--- src/pkg/cpg_pkg.sv ---
// Constants, types and decode functions for the charge pump gain sequencer
package cpg_pkg;

  // Register offsets on the plain register port
  localparam logic [2:0] ADDR_MODE_CTRL   = 3'h0;
  localparam logic [2:0] ADDR_OUT_LIMIT   = 3'h1;
  localparam logic [2:0] ADDR_TORCH_CUR   = 3'h2;
  localparam logic [2:0] ADDR_FLASH_CUR   = 3'h3;
  localparam logic [2:0] ADDR_STATUS      = 3'h4;

  // Reset values
  localparam logic [7:0] MODE_CTRL_RST    = 8'h00;
  localparam logic [7:0] OUT_LIMIT_RST    = 8'h00;
  localparam logic [7:0] TORCH_CUR_RST    = 8'h00;
  localparam logic [7:0] FLASH_CUR_RST    = 8'h00;

  // Field positions
  localparam int MODE_HI_BIT   = 7;
  localparam int MODE_LO_BIT   = 6;
  localparam int GSEL_HI_BIT   = 4;
  localparam int GSEL_LO_BIT   = 3;
  localparam int CHEN_HI_BIT   = 7;
  localparam int CHEN_LO_BIT   = 5;
  localparam int CEIL_HI_BIT   = 7;
  localparam int CEIL_LO_BIT   = 5;

  // Mode patterns of bits 7,6 with gain select 00
  localparam logic [1:0] MODE_HET         = 2'h1;
  localparam logic [1:0] MODE_AUTO_TORCH  = 2'h2;
  localparam logic [1:0] MODE_AUTO_FLASH  = 2'h3;
  localparam logic [1:0] GSEL_AUTO        = 2'h0;

  // Fixed ceiling code used for torch and high-efficiency torch (4.5 V)
  localparam logic [2:0] CEIL_CODE_4V5    = 3'h2;

  // Comparator flag vector layout
  localparam int NUM_CH       = 3;
  localparam int NUM_FLAGS    = 16;
  localparam int F_CEIL       = 0;
  localparam int F_HYST_LOW   = 1;
  localparam int F_GT_VIN     = 2;
  localparam int F_LT_VIN_M1  = 3;
  localparam int F_IIN_LE400  = 4;
  localparam int F_IIN_LT300  = 5;
  localparam int F_OUT_SHORT  = 6;
  localparam int F_TEMP_HOT   = 7;
  localparam int F_TEMP_COOL  = 8;
  localparam int F_VOUT_OPEN  = 9;
  localparam int F_DROP_LO    = 10;
  localparam int F_SHORT_LO   = 13;

  // Dropout wait: 64 pump cycles at 2.4 MHz, on a 100 MHz clock
  localparam longint CLK_HZ        = 100_000_000;
  localparam longint PUMP_CLK_HZ   = 2_400_000;
  localparam longint PUMP_CYCLES   = 64;
  localparam longint DROPOUT_CLKS  =
    (PUMP_CYCLES * CLK_HZ + PUMP_CLK_HZ - 1) / PUMP_CLK_HZ;
  localparam int DTO_W = 12;
  localparam logic [DTO_W-1:0] DTO_LOAD = DTO_W'(DROPOUT_CLKS - 1);

  // Pump gain codes
  typedef enum logic [1:0] {
    GAIN_OFF = 2'h0,
    GAIN_1X  = 2'h1,
    GAIN_15X = 2'h2,
    GAIN_2X  = 2'h3
  } cpg_gain_t;

  // Start-up voltage algorithm: limits a wanted gain by VOUT versus VIN
  function automatic cpg_gain_t cpg_clamp_gain(input cpg_gain_t g,
                                               input logic lt_vin_m1,
                                               input logic gt_vin);
    cpg_gain_t r;
    r = g;
    if (g != GAIN_OFF) begin
      if (lt_vin_m1)
        r = GAIN_1X;
      else if (!gt_vin && g == GAIN_2X)
        r = GAIN_15X;
      else if (gt_vin && g == GAIN_1X)
        r = GAIN_15X;
    end
    return r;
  endfunction

  // Next higher gain, saturating at 2x
  function automatic cpg_gain_t cpg_step_up(input cpg_gain_t g);
    cpg_gain_t r;
    r = (g == GAIN_2X) ? GAIN_2X : cpg_gain_t'(g + 2'h1);
    return r;
  endfunction

endpackage

--- src/pkg/cpg_dto_if.sv ---
// Dropout timer handshake between the sequencer and its timer
`timescale 1ns/1ps
interface cpg_dto_if;
  logic start;
  logic clear;
  logic expired;

  modport ctl (output start, output clear, input expired);
  modport tmr (input start, input clear, output expired);
endinterface

--- src/rtl/cpg_dropout_timer.sv ---
// Dropout wait timer: pulses expired a fixed time after start
`timescale 1ns/1ps
module cpg_dropout_timer (
  // Clock and control
  input  wire logic clk,
  input  wire logic reset,
  input  wire logic ce,
  // Sequencer side
  cpg_dto_if.tmr    dto
);

  logic [cpg_pkg::DTO_W-1:0] cnt_r;
  logic                      run_r;
  logic                      exp_r;

  // Count down; clear wins over start so a disable never leaves it armed
  always_ff @(posedge clk) begin
    if (reset) begin
      cnt_r <= '0;
      run_r <= 1'b0;
      exp_r <= 1'b0;
    end else if (ce) begin
      exp_r <= 1'b0;
      if (dto.clear) begin
        cnt_r <= '0;
        run_r <= 1'b0;
      end else if (dto.start) begin
        cnt_r <= cpg_pkg::DTO_LOAD;
        run_r <= 1'b1;
      end else if (run_r) begin
        if (cnt_r == '0) begin
          exp_r <= 1'b1;
          run_r <= 1'b0;
        end else begin
          cnt_r <= cnt_r - 1'b1;
        end
      end
    end
  end

  assign dto.expired = exp_r;

endmodule

--- src/rtl/cpg_top.sv ---
// Charge pump gain sequencer with mode registers and protection
`timescale 1ns/1ps
// Overview of operation
// - Mode bits 7,6,4,3 = 1000 auto torch start, 1100 auto flash start
// - Pattern 0100 selects high-efficiency torch; torch enables pick channels
// - Entering auto start switches off all programmed LED channels first
// - In auto start, reaching ceiling stops pump and releases LED control
// - Auto start steps 1x/1.5x/2x keeping battery current high, under 600mA
// - Auto start begins at 1x, or 1.5x when output exceeds input
// - Step 1x to 1.5x once input current falls to about 400mA
// - Step 1.5x to 2x below ceiling with current under 300mA; stay till ceiling
// - Ceiling never reached: keep pumping at 2x with no own timeout
// - Programmed gain is a request; start-up algorithm still overrides it, up or down
// - Forced 1.5x with raised ceiling after charge restarts pump at 1.5x
// - High-efficiency torch charges to ceiling, then regulates on channel dropout
// - Dropout threshold 220mV at 1x, 180mV at 1.5x or 2x
// - High-efficiency torch starts pump on channel dropout below ceiling
// - Still in dropout 64 pump cycles after start: step gain up
// - High-efficiency torch stops pump at once on reaching ceiling
// - Output short forces 1x with 600mA current limit in any start mode
// - Disable above 150C flag, re-enable only at below 140C flag
// - Channel with output-to-pin under 200mV has only its driver switched off
// - Open output sense pin disconnects output from input
// - Start-up: 1x only far below input, no 2x near, no 1x above
// - Torch or flash restart after ceiling after 50mV hysteresis drop or an output limit write
// - Ceiling 4.5V in torch modes, programmed ceiling code in flash
// - Channel enables 000 in either current register enter standby
module cpg_top (
  // Clock, reset and enables
  input  wire logic        clk,
  input  wire logic        reset,
  input  wire logic        ce,
  input  wire logic        enable_n,
  // Register port
  input  wire logic [2:0]  reg_addr,
  input  wire logic [7:0]  reg_wdata,
  input  wire logic        reg_wr,
  input  wire logic        reg_rd,
  output logic      [7:0]  reg_rdata,
  // Analog comparator flags
  input  wire logic        ceil_reached,
  input  wire logic        ceil_hyst_low,
  input  wire logic        vout_gt_vin,
  input  wire logic        vout_lt_vin_m1,
  input  wire logic        iin_le_400ma,
  input  wire logic        iin_lt_300ma,
  input  wire logic        out_short,
  input  wire logic        temp_hot,
  input  wire logic        temp_cool,
  input  wire logic        vout_open,
  input  wire logic [2:0]  chan_dropout,
  input  wire logic [2:0]  chan_short,
  // Power stage controls
  output logic             pump_on,
  output logic      [1:0]  pump_gain,
  output logic             dropout_sel_180,
  output logic      [2:0]  ceiling_code,
  output logic             ilim_600,
  output logic             out_disconnect,
  output logic             standby,
  output logic             therm_off,
  // LED driver controls
  output logic      [2:0]  chan_drv_en,
  output logic      [3:0]  torch_dac,
  output logic      [2:0]  flash_dac,
  output logic             flash_sel
);

  typedef enum logic [6:0] {
    ST_OFF      = 7'h01,
    ST_AUTO     = 7'h02,
    ST_PROG     = 7'h04,
    ST_HOLD     = 7'h08,
    ST_HET_CHG  = 7'h10,
    ST_HET_IDLE = 7'h20,
    ST_HET_PUMP = 7'h40
  } cpg_state_t;

  logic [7:0]                  mode_control_reg;
  logic [7:0]                  output_limit_reg;
  logic [7:0]                  torch_current_reg;
  logic [7:0]                  flash_current_reg;
  logic [cpg_pkg::NUM_FLAGS-1:0] flag_meta_r;
  logic [cpg_pkg::NUM_FLAGS-1:0] flag_r;
  logic [cpg_pkg::NUM_FLAGS-1:0] flag_raw;
  cpg_state_t                  state_r;
  cpg_state_t                  state_nxt;
  cpg_pkg::cpg_gain_t          gain_r;
  cpg_pkg::cpg_gain_t          gain_want;
  cpg_pkg::cpg_gain_t          gain_nxt;
  logic                        release_r;
  logic                        release_nxt;
  logic                        therm_off_r;
  logic                        standby_r;
  logic [7:0]                  rdata_r;
  logic [2:0]                  drv_en_r;
  logic                        mode_wr;
  logic                        limit_wr;
  logic                        active;
  logic                        is_het;
  logic                        is_auto;
  logic                        is_flash;
  logic [1:0]                  mode_sel;
  logic [1:0]                  gain_sel;
  logic [2:0]                  chan_en;
  logic                        any_drop;
  logic                        f_ceil;
  logic                        f_lt_m1;
  logic                        f_gt_vin;

  cpg_dto_if dto ();

  cpg_dropout_timer u_dto (
    .clk   (clk),
    .reset (reset),
    .ce    (ce),
    .dto   (dto.tmr)
  );

  // Comparator flags are asynchronous to the clock; only stage two is read
  assign flag_raw = {chan_short, chan_dropout, vout_open, temp_cool, temp_hot,
                     out_short, iin_lt_300ma, iin_le_400ma, vout_lt_vin_m1,
                     vout_gt_vin, ceil_hyst_low, ceil_reached};

  always_ff @(posedge clk) begin
    if (reset) begin
      flag_meta_r <= '0;
      flag_r      <= '0;
    end else if (ce) begin
      flag_meta_r <= flag_raw;
      flag_r      <= flag_meta_r;
    end
  end

  assign f_ceil   = flag_r[cpg_pkg::F_CEIL];
  assign f_lt_m1  = flag_r[cpg_pkg::F_LT_VIN_M1];
  assign f_gt_vin = flag_r[cpg_pkg::F_GT_VIN];
  assign any_drop = |flag_r[cpg_pkg::F_DROP_LO +: cpg_pkg::NUM_CH];

  // Mode decode from the mode control register
  assign mode_sel = mode_control_reg[cpg_pkg::MODE_HI_BIT:cpg_pkg::MODE_LO_BIT];
  assign gain_sel = mode_control_reg[cpg_pkg::GSEL_HI_BIT:cpg_pkg::GSEL_LO_BIT];
  assign is_het   = (mode_sel == cpg_pkg::MODE_HET) &&
                    (gain_sel == cpg_pkg::GSEL_AUTO);
  assign is_auto  = ((mode_sel == cpg_pkg::MODE_AUTO_TORCH) ||
                     (mode_sel == cpg_pkg::MODE_AUTO_FLASH)) &&
                    (gain_sel == cpg_pkg::GSEL_AUTO);
  assign is_flash = mode_control_reg[cpg_pkg::MODE_LO_BIT] && !is_het;
  assign chan_en  = is_flash ?
                    flash_current_reg[cpg_pkg::CHEN_HI_BIT:cpg_pkg::CHEN_LO_BIT] :
                    torch_current_reg[cpg_pkg::CHEN_HI_BIT:cpg_pkg::CHEN_LO_BIT];

  assign mode_wr  = reg_wr && (reg_addr == cpg_pkg::ADDR_MODE_CTRL);
  assign limit_wr = reg_wr && (reg_addr == cpg_pkg::ADDR_OUT_LIMIT);

  // Whole device off for enable pin, thermal trip, standby or open sense pin
  assign active = !enable_n && !therm_off_r && !standby_r &&
                  !flag_r[cpg_pkg::F_VOUT_OPEN];

  // Register writes
  always_ff @(posedge clk) begin
    if (reset) begin
      mode_control_reg  <= cpg_pkg::MODE_CTRL_RST;
      output_limit_reg  <= cpg_pkg::OUT_LIMIT_RST;
      torch_current_reg <= cpg_pkg::TORCH_CUR_RST;
      flash_current_reg <= cpg_pkg::FLASH_CUR_RST;
    end else if (ce && reg_wr) begin
      unique case (reg_addr)
        cpg_pkg::ADDR_MODE_CTRL: mode_control_reg  <= reg_wdata;
        cpg_pkg::ADDR_OUT_LIMIT: output_limit_reg  <= reg_wdata;
        cpg_pkg::ADDR_TORCH_CUR: torch_current_reg <= reg_wdata;
        cpg_pkg::ADDR_FLASH_CUR: flash_current_reg <= reg_wdata;
        default: ;
      endcase
    end
  end

  // Standby follows the last write of a channel-enable field
  always_ff @(posedge clk) begin
    if (reset) begin
      standby_r <= 1'b1;
    end else if (ce && reg_wr &&
                 (reg_addr == cpg_pkg::ADDR_TORCH_CUR ||
                  reg_addr == cpg_pkg::ADDR_FLASH_CUR)) begin
      standby_r <= (reg_wdata[cpg_pkg::CHEN_HI_BIT:cpg_pkg::CHEN_LO_BIT] == 3'h0);
    end
  end

  // Read port: data one cycle after the strobe, zero for unmapped offsets
  always_ff @(posedge clk) begin
    if (reset) begin
      rdata_r <= 8'h00;
    end else if (ce) begin
      rdata_r <= 8'h00;
      if (reg_rd) begin
        unique case (reg_addr)
          cpg_pkg::ADDR_MODE_CTRL: rdata_r <= mode_control_reg;
          cpg_pkg::ADDR_OUT_LIMIT: rdata_r <= output_limit_reg;
          cpg_pkg::ADDR_TORCH_CUR: rdata_r <= torch_current_reg;
          cpg_pkg::ADDR_FLASH_CUR: rdata_r <= flash_current_reg;
          cpg_pkg::ADDR_STATUS:
            rdata_r <= {flag_r[cpg_pkg::F_VOUT_OPEN], flag_r[cpg_pkg::F_OUT_SHORT],
                        release_r, standby_r, therm_off_r, pump_on, gain_r};
          default: rdata_r <= 8'h00;
        endcase
      end
    end
  end

  // Thermal latch: trips on hot, clears only on cool
  always_ff @(posedge clk) begin
    if (reset) begin
      therm_off_r <= 1'b0;
    end else if (ce) begin
      if (flag_r[cpg_pkg::F_TEMP_HOT])
        therm_off_r <= 1'b1;
      else if (flag_r[cpg_pkg::F_TEMP_COOL])
        therm_off_r <= 1'b0;
    end
  end

  // Gain the current state asks for, before voltage and short overrides
  always_comb begin
    gain_want   = gain_r;
    state_nxt   = state_r;
    release_nxt = release_r;
    unique case (state_r)
      ST_OFF: begin
        gain_want = cpg_pkg::GAIN_OFF;
        if (is_het) begin
          state_nxt   = ST_HET_CHG;
          gain_want   = cpg_pkg::GAIN_1X;
          release_nxt = 1'b1;
        end else if (is_auto) begin
          state_nxt   = ST_AUTO;
          release_nxt = 1'b0;
          gain_want   = f_gt_vin ? cpg_pkg::GAIN_15X : cpg_pkg::GAIN_1X;
        end else begin
          state_nxt   = ST_PROG;
          release_nxt = 1'b1;
          gain_want   = cpg_pkg::cpg_gain_t'(gain_sel);
        end
      end
      ST_AUTO: begin
        if (f_ceil) begin
          state_nxt   = ST_HOLD;
          gain_want   = cpg_pkg::GAIN_OFF;
          release_nxt = 1'b1;
        end else if (gain_r == cpg_pkg::GAIN_1X &&
                     flag_r[cpg_pkg::F_IIN_LE400]) begin
          gain_want = cpg_pkg::GAIN_15X;
        end else if (gain_r == cpg_pkg::GAIN_15X &&
                     flag_r[cpg_pkg::F_IIN_LT300]) begin
          gain_want = cpg_pkg::GAIN_2X;
        end else begin
          gain_want = gain_r;
        end
      end
      ST_PROG: begin
        gain_want = cpg_pkg::cpg_gain_t'(gain_sel);
        if (f_ceil) begin
          state_nxt = ST_HOLD;
          gain_want = cpg_pkg::GAIN_OFF;
        end
      end
      ST_HOLD: begin
        gain_want = cpg_pkg::GAIN_OFF;
        // A raised ceiling restarts at once, without waiting for the drop
        if (flag_r[cpg_pkg::F_HYST_LOW] || limit_wr) begin
          if (is_auto) begin
            state_nxt = ST_AUTO;
            gain_want = f_gt_vin ? cpg_pkg::GAIN_15X : cpg_pkg::GAIN_1X;
          end else begin
            state_nxt = ST_PROG;
            gain_want = cpg_pkg::cpg_gain_t'(gain_sel);
          end
        end
      end
      ST_HET_CHG: begin
        if (f_ceil) begin
          state_nxt = ST_HET_IDLE;
          gain_want = cpg_pkg::GAIN_OFF;
        end
      end
      ST_HET_IDLE: begin
        gain_want = cpg_pkg::GAIN_OFF;
        if (any_drop && !f_ceil && (|drv_en_r)) begin
          state_nxt = ST_HET_PUMP;
          gain_want = (gain_r == cpg_pkg::GAIN_OFF) ? cpg_pkg::GAIN_1X : gain_r;
        end
      end
      ST_HET_PUMP: begin
        if (f_ceil || !any_drop) begin
          state_nxt = ST_HET_IDLE;
          gain_want = cpg_pkg::GAIN_OFF;
        end else if (dto.expired) begin
          gain_want = cpg_pkg::cpg_step_up(gain_r);
        end
      end
      default: begin
        state_nxt = ST_OFF;
        gain_want = cpg_pkg::GAIN_OFF;
      end
    endcase
    if (mode_wr) begin
      state_nxt = ST_OFF;
      gain_want = cpg_pkg::GAIN_OFF;
    end
  end

  // Voltage window and short protection override any gain asked for except off
  always_comb begin
    gain_nxt = cpg_pkg::cpg_clamp_gain(gain_want, f_lt_m1, f_gt_vin);
    if (gain_nxt != cpg_pkg::GAIN_OFF && flag_r[cpg_pkg::F_OUT_SHORT])
      gain_nxt = cpg_pkg::GAIN_1X;
  end

  // Sequencer state and gain; idle HET keeps last gain for the next restart
  always_ff @(posedge clk) begin
    if (reset) begin
      state_r   <= ST_OFF;
      gain_r    <= cpg_pkg::GAIN_OFF;
      release_r <= 1'b0;
    end else if (ce) begin
      if (!active) begin
        state_r   <= ST_OFF;
        gain_r    <= cpg_pkg::GAIN_OFF;
        release_r <= 1'b0;
      end else begin
        state_r   <= state_nxt;
        release_r <= release_nxt;
        if (state_nxt == ST_HET_IDLE && state_r != ST_HET_CHG)
          gain_r <= gain_r;
        else
          gain_r <= gain_nxt;
      end
    end
  end

  // Pump runs only in charging states with a real gain; PROG with gain 00 keeps the pump off but still enables the LED drivers
  always_ff @(posedge clk) begin
    if (reset) begin
      pump_on <= 1'b0;
    end else if (ce) begin
      pump_on <= active && !mode_wr && (gain_nxt != cpg_pkg::GAIN_OFF) &&
                 (state_nxt == ST_AUTO || state_nxt == ST_PROG ||
                  state_nxt == ST_HET_CHG || state_nxt == ST_HET_PUMP);
    end
  end

  // Dropout timer: armed on pump start, re-armed after each gain step
  assign dto.clear = !active || (state_r != ST_HET_PUMP && state_nxt != ST_HET_PUMP);
  assign dto.start = active && state_nxt == ST_HET_PUMP &&
                     (state_r == ST_HET_IDLE || dto.expired);

  // Channel drivers: shorted channels drop out alone
  always_ff @(posedge clk) begin
    if (reset) begin
      drv_en_r <= 3'h0;
    end else if (ce) begin
      drv_en_r <= (active && release_nxt && !mode_wr) ?
                  (chan_en & ~flag_r[cpg_pkg::F_SHORT_LO +: cpg_pkg::NUM_CH]) :
                  3'h0;
    end
  end

  // Outputs to the analog stage
  assign pump_gain       = pump_on ? gain_r : cpg_pkg::GAIN_OFF;
  assign dropout_sel_180 = (gain_r == cpg_pkg::GAIN_15X) ||
                           (gain_r == cpg_pkg::GAIN_2X);
  assign ceiling_code    = is_flash ?
                           output_limit_reg[cpg_pkg::CEIL_HI_BIT:cpg_pkg::CEIL_LO_BIT] :
                           cpg_pkg::CEIL_CODE_4V5;
  assign ilim_600        = flag_r[cpg_pkg::F_OUT_SHORT];
  assign out_disconnect  = flag_r[cpg_pkg::F_VOUT_OPEN];
  assign standby         = standby_r;
  assign therm_off       = therm_off_r;
  assign chan_drv_en     = drv_en_r;
  assign torch_dac       = torch_current_reg[4:1];
  assign flash_dac       = flash_current_reg[2:0];
  assign flash_sel       = is_flash;
  assign reg_rdata       = rdata_r;

endmodule

--- config.mk ---
export PLATFORM = sky130hd
export DESIGN_NAME = cpg_top
export DESIGN_NICKNAME = d
export VERILOG_FILES = /design/src/pkg/cpg_pkg.sv /design/src/pkg/cpg_dto_if.sv /design/src/rtl/cpg_dropout_timer.sv /design/src/rtl/cpg_top.sv
export SDC_FILE = /design/constraint.sdc
export NUM_CORES = 1
export LEC_CHECK = 0
export ABC_CLOCK_PERIOD_IN_PS = 7600
export BUFFER_PORTS_ARGS = -buffer_cell sky130_fd_sc_hd__buf_2
export CORE_MARGIN = 1.5
export CORE_UTILIZATION = 60
export CTS_CLUSTER_SIZE = 14
export DETAILED_ROUTE_END_ITERATION = 6
export GPL_TIMING_DRIVEN = 1
export PLACE_DENSITY = 0.82
export SETUP_SLACK_MARGIN = 0.4
export SKIP_CTS_REPAIR_TIMING = 1
export SYNTH_ARGS = -nofsm -noshare
export SYNTH_HDL_FRONTEND = slang
export SYNTH_SLANG_ARGS = --single-unit
--- constraint.sdc ---
create_clock -name clk -period 7.6 [get_ports clk]
set_clock_uncertainty 0.1 [all_clocks]
set_input_delay 1.14 -clock clk [delete_from_list [all_inputs] [get_ports clk]]
set_output_delay 1.14 -clock clk [all_outputs]
set_load 0.01 [all_outputs]
==> impl_metrics.json <==
{
  "cpMostUsedCell": "nand2_1",
  "drv_cap": 0,
  "async_flop_share_pct": 0,
  "vias": 4646,
  "muxShareOfSynthArea_pct": 14.66,
  "hp-class": "reg2reg",
  "maxSlewHeadroom_pct": 31.98,
  "antenna_left": 0,
  "yosys-top-cells-area": "dfxtp_1 40%, mux2i_1 15%, nor2_1 7.8%",
  "core_area_um2": 8175,
  "period_share_pct": 42.69,
  "report.final.slew_viol_count": 0,
  "antenna_found_initial": 0,
  "yosys.area_share.simple_pct": 24.15,
  "cts.clk_slew.worst_paths_ns": 0.10,
  "num-fill-cells": 674,
  "yosysMostFrequentCell": "nor2_1",
  "slowest_delay_ns": 0.66,
  "routed_wl_um": 12670,
  "ios": 63,
  "irDropWorstVdd_uv": 143.8,
  "rsz0062_at_grt": "false",
  "reg_top3": "flag_meta_r (16), flag_r (16), u_dto.cnt_r (12)",
  "clock-sinks": 102,
  "clock_latency_ns": 0.38,
  "dp_hpwl_um": 8767,
  "tightest_slew_ns": 1.016,
  "wl_per_cell_um": 17.02,
  "setup_tns_ns": 0,
  "synth_edf_count": 0,
  "p_int_uw": 735.9,
  "yosysTopAreaCellShare_pct": 40.43,
  "drcViolationCount": 0,
  "ys_ff_latch": 102,
  "diodes": 0,
  "fin_nets": 668,
  "synth_xor_area_share_pct": 0.6936,
  "path_cells": "buf_2, buf_4, nand2_1, nor2_1, nand4_1, nor3_1, o21ai_0, nand2_1",
  "synth-compound-area-share_pct": 14.66,
  "synth.distinct_cells": 62,
  "grt_pass1_vias": 4212,
  "powerDensity_nw_per_um2": 181.8,
  "synth_seq_area_share_pct": 40.43,
  "cts_buffer_depth": 2,
  "fin_crit_ns": 3.244,
  "switching_share_pct": 26.64,
  "ys.flop_type": "dfxtp_1",
  "cts_root_buf": "clkbuf_8",
  "cts.htree.levels": 3,
  "cp.arrival_ns": 3.47,
  "synth_top_family_by_area": "simple AND/OR/NAND/NOR gates",
  "io_buffers": 62,
  "max_freq_mhz": 308.2,
  "area_growth_pct": 9.264,
  "required_ns": 7.82,
  "switchingPower_uw": 267.2,
  "numCtsBuffers": 9,
  "end_kind": "register",
  "yosysWarningCount": 0,
  "startpoint_type": "primary input",
  "synthAdderAreaFrac_pct": 0.2477,
  "path_max_fanout": 54,
  "critical_path_class": "in2reg",
  "drive_gt1_share_pct": 14.71,
  "rows": 33,
  "syn_area_um2": 5051,
  "overflow": 0,
  "outcome": "finished clean",
  "setup_viol": 0,
  "power_uw": 1003,
  "finalWeightedCongestion": 0.9966,
  "power_frac_comb_pct": 7.2,
  "synthCells": 606,
  "die_h_um": 94.75,
  "grt_max_degree": 88,
  "die_x_um": 94.75,
  "grt_pass1_wl_um": 20460,
  "leakage_uw": 0.002347,
  "cts_tree": "done",
  "drtIter0Drc": 495,
  "syn_nets": 640,
  "yosysTopAreaCell": "dfxtp_1",
  "finalHoldViolations": 0,
  "p_clk_share_pct": 37.6,
  "vias_per_cell": 6.245,
  "worstPathBufferInverterCount": 2,
  "initial_core_util_pct": 61.78,
  "grt_util_all_layers_pct": 29.17,
  "synth_commonest_cells": "105 x nor2_1, 102 x dfxtp_1, 74 x mux2i_1",
  "slowest_stage": "nor3_1",
  "die_area_um2": 8978,
  "cp_top_family": "simple AND/OR/NAND/NOR gates",
  "synth_area_per_cell_um2": 8.335,
  "dr.pass1.iters": 5,
  "p_seq_share_pct": 55.2
}
[layout make-up]
class	count	area, um2	area share [%]
Inverter	9	33.78	0.6121
Sequential cell	102	2042	37.00
Tap cell	105	131.4	2.380
Clock inverter	7	100.1	1.814
Multi-Input combinational cell	447	2755	49.92
Clock buffer	9	123.9	2.244
Timing Repair Buffer	65	332.8	6.030
[cells in the final DEF (no fill, tap or decap), drive strengths merged, types with 3 or more instances in the layout]
cell type    n
a22oi       12
xnor2        3
nor4         8
nor3        13
o21ai       15
inv         13
buf         65
o41ai        3
or4          5
nor2       105
nand2       51
nor4b        3
a31o         4
or3          6
mux2i       74
a31oi        3
o21a         3
a21oi       28
o311ai       4
and2         6
clkbuf       9
dfxtp      102
nand3       33
o31ai        3
o22ai       12
nand2b       7
nor2b        4
and3         4
a211o        3
nand4        4
[worst paths after layout]
check | from | end | slack, ns | cells after the start
hold / removal | mode_control_reg[1]$_SDFFE_PP0P_ | mode_control_reg[1]$_SDFFE_PP0P_ | 0.37 | 2
setup / recovery | ce | u_dto.cnt_r[10]$_SDFFE_PP0P_ | 4.36 | 8
hold reg to reg | mode_control_reg[1]$_SDFFE_PP0P_ | mode_control_reg[1]$_SDFFE_PP0P_ | 0.37 | 2
setup reg to reg | state_r[3]$_SDFFE_PP0P_ | gain_r[0]$_SDFFE_PP0P_ | 4.49 | 7
[routing by layer]
layer,track usage (%),vias to the layer above,share of wire [%]
met5,0,-,0
met4,13.56,0,3.2
li1,-,2222,-
met3,6.924,48,8.3
met2,44.94,244,46
met1,38.44,2132,42
[cells by family after synthesis]
| kind of cell | Yosys count |
|---|---|
| simple gates | 258 |
| compound gates | 110 |
| flops | 102 |
| mux | 74 |
| buf+inv | 57 |
| xor+xnor | 4 |
| fa+ha+maj | 1 |
[power groups by stage]
stage	clock, uW	combinational (uW)	sequential (uW)
after floorplan	0	50.9	563
after global placement	0	69.5	565
after detailed placement	0	71.4	566
after CTS	383	71.8	554
after global routing	402	78.8	555
final	377	72.5	554
[worst register-to-register path: cells and delay by family, from the launching register on]
kind,cells,cell delay [ns]
AO/OA/AOI/OAI,5,1.59
flip-flops,1,0.48
AND/OR/NAND/NOR,2,0.83
[stage by stage]
stage          area [um2]  cells  hold slack, ns  util, %  setup WS (ns)
4_1_cts              5519    744          0.3677    67.51          4.384
2_1_floorplan        5051    606          0.3262        -          4.698
3_5_place_dp         5295    728          0.3531    64.77          3.975
3_3_place_gp         5295    728          0.3403    64.77          4.101
6_report             5519    744          0.3667    67.51          4.356
5_1_grt              5519    744          0.3928    67.51          4.100
No activity file was read; power rests on OpenSTA's default activity.
